===== src/inc/dsl_pkg.sv =====
`default_nettype none
package dsl_pkg;
  localparam int unsigned KEY_W      = 32;
  localparam int unsigned CNT_W      = 6;
  // key pattern value is arbitrary, not any vendor code
  localparam logic [31:0] KEY_PATTERN = 32'h5a3c_96e1;
  localparam logic [5:0]  MATCH_MIN   = 6'h1c;
  localparam int unsigned PROT_W     = 2;
  localparam logic [1:0]  PROT_NONE   = 2'h0;
  localparam logic [31:0] LATCH_RST   = 32'h0000_0000;
  localparam int unsigned NBLK       = 4;
  localparam int unsigned BLK_W      = 2;
  // block security bit positions
  localparam int unsigned SEC_ERASE  = 0;
  localparam int unsigned SEC_PROG   = 1;
  localparam int unsigned SEC_VERIFY = 2;
  localparam int unsigned SEC_W      = 3;
  localparam logic [1:0]  OP_NONE    = 2'h0;
  localparam logic [1:0]  OP_ERASE   = 2'h1;
  localparam logic [1:0]  OP_PROG    = 2'h2;
  localparam logic [1:0]  OP_VERIFY  = 2'h3;
  typedef enum logic [1:0] {
    DSL_ST_RESET  = 2'b00,
    DSL_ST_SAMPLE = 2'b01,
    DSL_ST_RUN    = 2'b10
  } dsl_state_e;
endpackage
`default_nettype wire


===== src/dsl_lock.sv =====
// What this block does
// - a programmed 32-bit key in the latch (rewritable until locked) enables permanent security.
// - vote output is one when at least 28 of 32 bits match.
// - when locked, debug and test entry barred and latch changes inhibited.
// - when locked, all test, programming and debug ports disabled.
// - lock needs key load, nonvolatile commit, then reset, in order.
// - latch sampled only at reset; later changes ignored until next reset.
// - key write accepted only while no flash protection is set.
// - access stays open after key write until next reset.
// - latch contents readable over serial wire debug.
// - protection lowered or cleared only by full device erase.
// - block erase, program, verify only if block security allows.
`timescale 1ns/100ps
`default_nettype none
module dsl_lock (
  input  wire logic        sys_clk_in,
  input  wire logic        rst_n_in,
  input  wire logic        clk_en_in,
  input  wire logic        key_load_in,
  input  wire logic [31:0] key_data_in,
  input  wire logic        key_commit_in,
  input  wire logic        latch_read_in,
  input  wire logic        prot_wr_in,
  input  wire logic [1:0]  prot_level_in,
  input  wire logic        full_erase_in,
  input  wire logic        blk_op_in,
  input  wire logic [1:0]  blk_kind_in,
  input  wire logic [1:0]  blk_sel_in,
  input  wire logic        sec_wr_in,
  input  wire logic [2:0]  sec_data_in,
  output logic             locked_out,
  output logic             debug_en_out,
  output logic             test_en_out,
  output logic             prog_en_out,
  output logic             key_ack_out,
  output logic             key_nak_out,
  output logic [31:0]      latch_rd_out,
  output logic [1:0]       prot_out,
  output logic             blk_ok_out,
  output logic             blk_rej_out,
  output logic             erase_done_out
);
  dsl_pkg::dsl_state_e state, next_state;
  logic [31:0] vol_key, next_vol_key;
  // power-up value only; a zero latch agrees with the key in 16 bits, so it starts open
  logic [31:0] nv_cells = dsl_pkg::LATCH_RST;
  logic [31:0] next_nv_cells;
  logic        vol_valid, next_vol_valid;
  logic        locked, next_locked;
  logic [1:0]  prot = dsl_pkg::PROT_NONE;
  logic [1:0]  next_prot;
  logic [2:0]  blk_sec [4];
  logic [2:0]  next_blk_sec [4];
  logic        key_ack, next_key_ack;
  logic        key_nak, next_key_nak;
  logic [31:0] latch_rd, next_latch_rd;
  logic        blk_ok, next_blk_ok;
  logic        blk_rej, next_blk_rej;
  logic        erase_done, next_erase_done;
  logic        vote_match;
  logic [5:0]  vote_count;
  logic        sec_allow;
  logic        next_port_en;

  dsl_vote u_vote (
    .latch_bits_in (nv_cells),
    .match_out     (vote_match),
    .count_out     (vote_count)
  );

  always_comb begin
    case (blk_kind_in)
      dsl_pkg::OP_ERASE:  sec_allow = blk_sec[blk_sel_in][dsl_pkg::SEC_ERASE];
      dsl_pkg::OP_PROG:   sec_allow = blk_sec[blk_sel_in][dsl_pkg::SEC_PROG];
      dsl_pkg::OP_VERIFY: sec_allow = blk_sec[blk_sel_in][dsl_pkg::SEC_VERIFY];
      default:            sec_allow = 1'b0;
    endcase
  end

  always_comb begin
    next_state      = state;
    next_vol_key    = vol_key;
    next_nv_cells   = nv_cells;
    next_vol_valid  = vol_valid;
    next_locked     = locked;
    next_prot       = prot;
    next_key_ack    = 1'b0;
    next_key_nak    = 1'b0;
    next_latch_rd   = latch_rd;
    next_blk_ok     = 1'b0;
    next_blk_rej    = 1'b0;
    next_erase_done = 1'b0;
    for (int b = 0; b < 4; b++) begin
      next_blk_sec[b] = blk_sec[b];
    end
    case (state)
      dsl_pkg::DSL_ST_RESET: begin
        next_state = dsl_pkg::DSL_ST_SAMPLE;
      end
      dsl_pkg::DSL_ST_SAMPLE: begin
        // decided once per reset from the committed cells only
        next_locked = vote_match;
        next_state  = dsl_pkg::DSL_ST_RUN;
      end
      dsl_pkg::DSL_ST_RUN: begin
        // all port traffic except latch reads refused once locked
        if (!locked) begin
          if (key_load_in) begin
            if (prot == dsl_pkg::PROT_NONE) begin
              next_vol_key   = key_data_in;
              next_vol_valid = 1'b1;
              next_key_ack   = 1'b1;
            end else begin
              next_key_nak = 1'b1;
            end
          end else if (key_commit_in) begin
            // locked stays low here: access open until reset
            if (vol_valid && prot == dsl_pkg::PROT_NONE) begin
              next_nv_cells = vol_key;
              next_key_ack  = 1'b1;
            end else begin
              next_key_nak = 1'b1;
            end
          end
          if (latch_read_in) begin
            next_latch_rd = nv_cells;
          end
          if (full_erase_in) begin
            next_prot       = dsl_pkg::PROT_NONE;
            next_erase_done = 1'b1;
            for (int b = 0; b < 4; b++) begin
              next_blk_sec[b] = 3'h7;
            end
          end else begin
            // only raising is allowed outside full erase
            if (prot_wr_in && prot_level_in > prot) begin
              next_prot = prot_level_in;
            end
            if (sec_wr_in) begin
              next_blk_sec[blk_sel_in] = blk_sec[blk_sel_in] & sec_data_in;
            end
            if (blk_op_in) begin
              next_blk_ok  = sec_allow;
              next_blk_rej = ~sec_allow;
            end
          end
        end else begin
          // latch contents still identify a secured part
          if (latch_read_in) begin
            next_latch_rd = nv_cells;
          end
          if (key_load_in || key_commit_in) begin
            next_key_nak = 1'b1;
          end
          if (blk_op_in) begin
            next_blk_rej = 1'b1;
          end
        end
      end
      default: begin
        next_state = dsl_pkg::DSL_ST_RESET;
      end
    endcase
    // ports follow the lock decision at the very edge that takes it
    next_port_en = (next_state == dsl_pkg::DSL_ST_RUN) && !next_locked;
  end

  // nonvolatile cells and protection are not cleared by reset
  always_ff @(posedge sys_clk_in) begin
    if (!rst_n_in) begin
      state      <= dsl_pkg::DSL_ST_RESET;
      vol_key    <= dsl_pkg::LATCH_RST;
      vol_valid  <= 1'b0;
      locked     <= 1'b1;
      key_ack    <= 1'b0;
      key_nak    <= 1'b0;
      latch_rd   <= dsl_pkg::LATCH_RST;
      blk_ok     <= 1'b0;
      blk_rej    <= 1'b0;
      erase_done <= 1'b0;
    end else if (clk_en_in) begin
      state      <= next_state;
      vol_key    <= next_vol_key;
      vol_valid  <= next_vol_valid;
      locked     <= next_locked;
      key_ack    <= next_key_ack;
      key_nak    <= next_key_nak;
      latch_rd   <= next_latch_rd;
      blk_ok     <= next_blk_ok;
      blk_rej    <= next_blk_rej;
      erase_done <= next_erase_done;
    end
  end

  always_ff @(posedge sys_clk_in) begin
    if (clk_en_in) begin
      nv_cells <= next_nv_cells;
      prot     <= next_prot;
    end
  end

  // one security entry per flash block
  genvar gb;
  generate
    for (gb = 0; gb < 4; gb++) begin : g_blk_sec
      always_ff @(posedge sys_clk_in) begin
        if (clk_en_in) begin
          blk_sec[gb] <= next_blk_sec[gb];
        end
      end
    end
  endgenerate

  // ports open only in run state and when not locked
  always_ff @(posedge sys_clk_in) begin
    if (!rst_n_in) begin
      debug_en_out <= 1'b0;
      test_en_out  <= 1'b0;
      prog_en_out  <= 1'b0;
    end else if (clk_en_in) begin
      debug_en_out <= next_port_en;
      test_en_out  <= next_port_en;
      prog_en_out  <= next_port_en;
    end
  end

  assign locked_out     = locked;
  assign key_ack_out    = key_ack;
  assign key_nak_out    = key_nak;
  assign latch_rd_out   = latch_rd;
  assign prot_out       = prot;
  assign blk_ok_out     = blk_ok;
  assign blk_rej_out    = blk_rej;
  assign erase_done_out = erase_done;

  chk_lock_holds: assert property (@(posedge sys_clk_in) disable iff (!rst_n_in)
    (state == dsl_pkg::DSL_ST_RUN && clk_en_in) |=> $stable(locked))
    else $error("lock flag changed between resets");

  chk_sample_vote: assert property (@(posedge sys_clk_in) disable iff (!rst_n_in)
    (state == dsl_pkg::DSL_ST_SAMPLE && clk_en_in) |=> (locked == (vote_count >= 6'h1c)))
    else $error("lock flag does not follow vote");

  chk_run_holds: assert property (@(posedge sys_clk_in) disable iff (!rst_n_in)
    (state == dsl_pkg::DSL_ST_RUN) |=> (state == dsl_pkg::DSL_ST_RUN))
    else $error("lock decision taken again without reset");

  chk_ports_closed: assert property (@(posedge sys_clk_in) disable iff (!rst_n_in)
    (locked && state == dsl_pkg::DSL_ST_RUN) |=> (!debug_en_out && !prog_en_out))
    else $error("port open while locked");

  chk_test_closed: assert property (@(posedge sys_clk_in) disable iff (!rst_n_in)
    (locked && state == dsl_pkg::DSL_ST_RUN) |=> !test_en_out)
    else $error("test port open while locked");

  chk_latch_frozen: assert property (@(posedge sys_clk_in) disable iff (!rst_n_in)
    (locked && state == dsl_pkg::DSL_ST_RUN) |=> $stable(nv_cells))
    else $error("latch altered while locked");

  chk_locked_refuse: assert property (@(posedge sys_clk_in) disable iff (!rst_n_in)
    (clk_en_in && state == dsl_pkg::DSL_ST_RUN && locked && (key_load_in || key_commit_in))
    |=> (key_nak && !key_ack))
    else $error("key operation taken while locked");

  chk_blk_locked: assert property (@(posedge sys_clk_in) disable iff (!rst_n_in)
    (clk_en_in && state == dsl_pkg::DSL_ST_RUN && locked && blk_op_in)
    |=> (blk_rej && !blk_ok))
    else $error("block op served while locked");

  chk_key_prot: assert property (@(posedge sys_clk_in) disable iff (!rst_n_in)
    (clk_en_in && state == dsl_pkg::DSL_ST_RUN && !locked && key_load_in
     && prot != 2'h0) |=> (key_nak && $stable(vol_key)))
    else $error("key taken while protected");

  chk_ack_exclusive: assert property (@(posedge sys_clk_in) disable iff (!rst_n_in)
    !(key_ack && key_nak))
    else $error("key answered both ways");

  chk_commit_order: assert property (@(posedge sys_clk_in) disable iff (!rst_n_in)
    (clk_en_in && state == dsl_pkg::DSL_ST_RUN && !key_load_in && key_commit_in
     && !vol_valid) |=> (key_nak && $stable(nv_cells)))
    else $error("commit taken without a loaded key");

  chk_key_lands: assert property (@(posedge sys_clk_in) disable iff (!rst_n_in)
    (clk_en_in && state == dsl_pkg::DSL_ST_RUN && !locked && !key_load_in && key_commit_in
     && vol_valid && prot == 2'h0) |=> (key_ack && nv_cells == $past(vol_key)))
    else $error("committed key not in cells");

  chk_open_after: assert property (@(posedge sys_clk_in) disable iff (!rst_n_in)
    (clk_en_in && state == dsl_pkg::DSL_ST_RUN && !locked && key_commit_in)
    |=> ##1 debug_en_out)
    else $error("access closed before reset");

  chk_prot_lower: assert property (@(posedge sys_clk_in) disable iff (!rst_n_in)
    (clk_en_in && !full_erase_in) |=> (prot >= $past(prot)))
    else $error("protection lowered without erase");

  chk_erase_clears: assert property (@(posedge sys_clk_in) disable iff (!rst_n_in)
    (clk_en_in && state == dsl_pkg::DSL_ST_RUN && !locked && full_erase_in)
    |=> (prot == 2'h0 && erase_done))
    else $error("full erase left protection set");

  chk_blk_gate: assert property (@(posedge sys_clk_in) disable iff (!rst_n_in)
    (clk_en_in && blk_op_in && !sec_allow) |=> !blk_ok)
    else $error("block op allowed against security");

  chk_read_latch: assert property (@(posedge sys_clk_in) disable iff (!rst_n_in)
    (clk_en_in && latch_read_in && state == dsl_pkg::DSL_ST_RUN) |=> (latch_rd == $past(nv_cells)))
    else $error("latch read value wrong");
endmodule
`default_nettype wire


===== src/dsl_vote.sv =====
`timescale 1ns/100ps
`default_nettype none
module dsl_vote (
  input  wire logic [31:0] latch_bits_in,
  output logic             match_out,
  output logic [5:0]       count_out
);
  logic [31:0] agree;
  logic [5:0]  sum;
  genvar g;
  generate
    for (g = 0; g < 32; g++) begin : g_agree
      assign agree[g] = ~(latch_bits_in[g] ^ dsl_pkg::KEY_PATTERN[g]);
    end
  endgenerate
  always_comb begin
    sum = 6'h00;
    for (int i = 0; i < 32; i++) begin
      sum = sum + {5'h00, agree[i]};
    end
  end
  assign count_out = sum;
  // a few failed cells must not drop the lock
  assign match_out = (sum >= dsl_pkg::MATCH_MIN);
endmodule
`default_nettype wire


===== config.mk =====
export PLATFORM = sky130hd
export DESIGN_NAME = dsl_lock
export DESIGN_NICKNAME = d
export VERILOG_FILES = /design/src/inc/dsl_pkg.sv /design/src/dsl_lock.sv /design/src/dsl_vote.sv
export SDC_FILE = /design/constraint.sdc
export NUM_CORES = 1
export LEC_CHECK = 0
export BUFFER_PORTS_ARGS = -buffer_cell sky130_fd_sc_hd__buf_2
export CAP_MARGIN = 20
export CORE_MARGIN = 1
export CORE_UTILIZATION = 60
export DETAILED_ROUTE_END_ITERATION = 10
export PLACE_DENSITY = 0.9
export SLEW_MARGIN = 20
export SYNTH_ARGS = -nofsm -noshare
export SYNTH_HDL_FRONTEND = slang
export SYNTH_HIERARCHICAL = 1
export SYNTH_SLANG_ARGS = --single-unit

===== constraint.sdc =====
create_clock -name sys_clk_in -period 7.97 [get_ports sys_clk_in]
set_input_delay 1.594 -clock sys_clk_in [delete_from_list [all_inputs] [get_ports sys_clk_in]]
set_output_delay 1.594 -clock sys_clk_in [all_outputs]
set_load 0.05 [all_outputs]

==> results.toml <==
[clock_network]
clock-sinks = 120
bufs_on_longest_clock_path = 2
post_cts_clock_slew_at_the_launch_and_capture_registers_of_the_worst_setup_and_hold_paths_ns = 0.06
cts_resized = 0
tritoncts.num_buffers = 17
cts_max_level = 4
cts.hold.buffers_added = 0
tritoncts_clock_tree = "built"
count_of_buffers_added_by_post_cts_timing_repair_for_setup = 0
cell_at_the_root_of_the_clock_tree = "sky130_fd_sc_hd__clkbuf_8"
insertion_delay_ns = 0.52

[place]
preCtsSetupSlack_ns = 2.722
dpl_cell_area_um2 = 5752
dp_hpwl_mm = 7.759
input_output_buffers = 93
place_congestion = 0.8389

[detailed_routing]
drt_pre_antenna_iters = 5
totalWireLength_mm = 12.04
post_drt_wl_per_cell_um = 16.54
avgViaCountPerCell = 5.585
drt_iter0_drc = 303
ant_nets = 0
drt_drc_violations_left = 0
detailroute.via_count = 4066

[worst_setup_path]
cp_data_required_time_ns = 8.38
worst-path-max-fanout = 5
setup.worst_path.end_class = "flop"
worst-endpoint-arrival_ns = 5.72
worstSetupStartpointType = "flop"
path_class = "flop to flop"

[final_layout]
multiInputGateArea_um2 = 2079
final_design_area_no_fill_um2 = 6366
sequential_cell_area_um2 = 2863
nets = 698
layout.filler_cells = 514
layout-area-overhead-vs-synth_pct = 21.58
drive_gt1_frac = 0.2167
num_antenna_cells = 0

[power]
p_per_area_nw_per_um2 = 234.1
worst_ir_drop_vdd_v = 0.0001727
total_leakage_power_uw = 0.002673

[synth]
synth_cells = 521
synth_warnings = 6
syn-cell-area_um2 = 5236
syn-mean-instance-area_um2 = 10.05
synth_fp_nets = 609

[timing]
worst_pin_slew_ns = 0.9273
period_minus_slack_ns = 5.315
worst_slack_ns = 2.655
finalSetupViolCount = 0
grt_setup_unrepaired = "false"
final.setup_skew_ns = 0.009332
timing.final.max_slew_violations = 0
finalCritPeriodShare = 0.6669
finalHoldViolCount = 0
sum_of_negative_setup_slack_ns = 0
maxSlewHeadroom = 0.3811
max_freq_ghz = 0.1882

[global_route]
congestion_overflow_gr = 0
grtUsageTotal = 0.2854
grt_antenna_before_repair = 0
pin_count_of_the_biggest_net_entering_global_routing = 73
first_pass_grt_wire_length_mm = 18.66
vias_in_the_first_global_route = 3872

[die]
core-area_um2 = 8341
die_w_um = 95.42
std_cell_rows = 33
io-pin-count = 94
die_h_um = 95.42
total_die_area_um2 = 9105
initial_cell_density_of_the_core = 0.6278

[run_status]
status = "complete, no violations"

[hold_path]
holdCritPathClass = "flop to flop"

[run]
max-cap-violations = 0
==> path summary, 6_finish.rpt <==
kind | from | end | slack [ns] | cells past startpoint
max | nv_cells[5]$_DFFE_PP_ | locked_out$_SDFFE_PN1P_ | 2.66 | 19
max reg2reg | nv_cells[5]$_DFFE_PP_ | locked_out$_SDFFE_PN1P_ | 2.66 | 19
min reg2reg | vol_key[17]$_SDFFE_PN0P_ | nv_cells[17]$_DFFE_PP_ | 0.43 | 0
min | vol_key[17]$_SDFFE_PN0P_ | nv_cells[17]$_DFFE_PP_ | 0.43 | 0
==> registers in the layout, indices dropped and copies added, names as in the netlist <==
name            flops
blk_ok_out          1
blk_rej_out         1
blk_sec            12
erase_done_out      1
key_ack_out         1
key_nak_out         1
latch_rd_out       32
locked_out          1
nv_cells           32
prog_en_out         1
prot_out            2
state               2
vol_key            32
vol_valid           1
==> cell usage in the layout (no fill, tap or decap), types with 2 or more instances in the layout <==
master	instances
sky130_fd_sc_hd__nand3_1	3
sky130_fd_sc_hd__dfxtp_1	74
sky130_fd_sc_hd__ha_1	13
sky130_fd_sc_hd__o21ai_0	13
sky130_fd_sc_hd__buf_2	93
sky130_fd_sc_hd__o22ai_1	3
sky130_fd_sc_hd__a21oi_1	67
sky130_fd_sc_hd__nor2_1	14
sky130_fd_sc_hd__inv_1	50
sky130_fd_sc_hd__nand2b_1	17
sky130_fd_sc_hd__a31oi_1	2
sky130_fd_sc_hd__edfxtp_1	46
sky130_fd_sc_hd__clkbuf_8	7
sky130_fd_sc_hd__buf_4	3
sky130_fd_sc_hd__clkinv_2	4
sky130_fd_sc_hd__clkbuf_1	2
sky130_fd_sc_hd__nor2b_1	4
sky130_fd_sc_hd__a21o_1	2
sky130_fd_sc_hd__clkbuf_16	17
sky130_fd_sc_hd__mux4_1	3
sky130_fd_sc_hd__fa_1	24
sky130_fd_sc_hd__and3_1	2
sky130_fd_sc_hd__mux2i_1	3
sky130_fd_sc_hd__bufinv_16	2
sky130_fd_sc_hd__nand2_1	136
==> metal layers <==
layer  vias to the layer above  global-route usage  part of all wire
met4                         0              0.1517             0.036
met3                        42             0.07257             0.067
met2                       198              0.4845              0.52
li1                       1881                   -                 -
met5                         -                   0                 0
met1                      1945              0.3323              0.38
==> cell type report <==
type	instances	share of cell area
Sequential cell	120	0.4497
Multi-Input combinational cell	324	0.3267
Clock buffer	26	0.08314
Inverter	51	0.03027
Clock inverter	6	0.01297
Timing Repair Buffer	96	0.07665
Tap cell	105	0.02064
==> report_power, final <==
part / internal [µW] / total [µW] / switching (µW) / leakage, µW
sequential: 640 / 644 / 4.20 / 0.000942
combinational: 24.8 / 75.2 / 50.5 / 0.00143
clock: 512 / 771 / 259 / 0.000302
total: 1180 / 1490 / 314 / 0.00267
==> critical path, cell delays in order, from the launching register on <==
cell	delay, ns
sky130_fd_sc_hd__edfxtp_1	0.44
sky130_fd_sc_hd__fa_1	0.60
sky130_fd_sc_hd__fa_1	0.45
sky130_fd_sc_hd__fa_1	0.52
sky130_fd_sc_hd__inv_1	0.05
sky130_fd_sc_hd__fa_1	0.47
sky130_fd_sc_hd__fa_1	0.53
sky130_fd_sc_hd__fa_1	0.41
sky130_fd_sc_hd__inv_1	0.07
sky130_fd_sc_hd__ha_1	0.17
sky130_fd_sc_hd__inv_1	0.07
sky130_fd_sc_hd__fa_1	0.46
sky130_fd_sc_hd__nand2_1	0.12
sky130_fd_sc_hd__o22ai_1	0.09
sky130_fd_sc_hd__o22ai_1	0.19
sky130_fd_sc_hd__a221oi_2	0.08
sky130_fd_sc_hd__mux2i_1	0.21
sky130_fd_sc_hd__nand2_1	0.10
sky130_fd_sc_hd__o21ai_0	0.09
sky130_fd_sc_hd__nand2_1	0.08
==> through the flow <==
| stage | total power [µW] | instances | utilization | hold WS, ns |
|---|---|---|---|---|
| after floorplan | 703.9 | 521 | - | 0.4081 |
| after global placement | 727.7 | 696 | 0.6890 | 0.4124 |
| after detailed placement | 730.7 | 696 | 0.6896 | 0.4163 |
| final | 1490 | 728 | 0.7633 | 0.4276 |
| after global routing | 1528 | 728 | 0.7633 | 0.4351 |
| after CTS | 1495 | 728 | 0.7630 | 0.4295 |
Note: power is estimated with default switching activity, not from simulation.
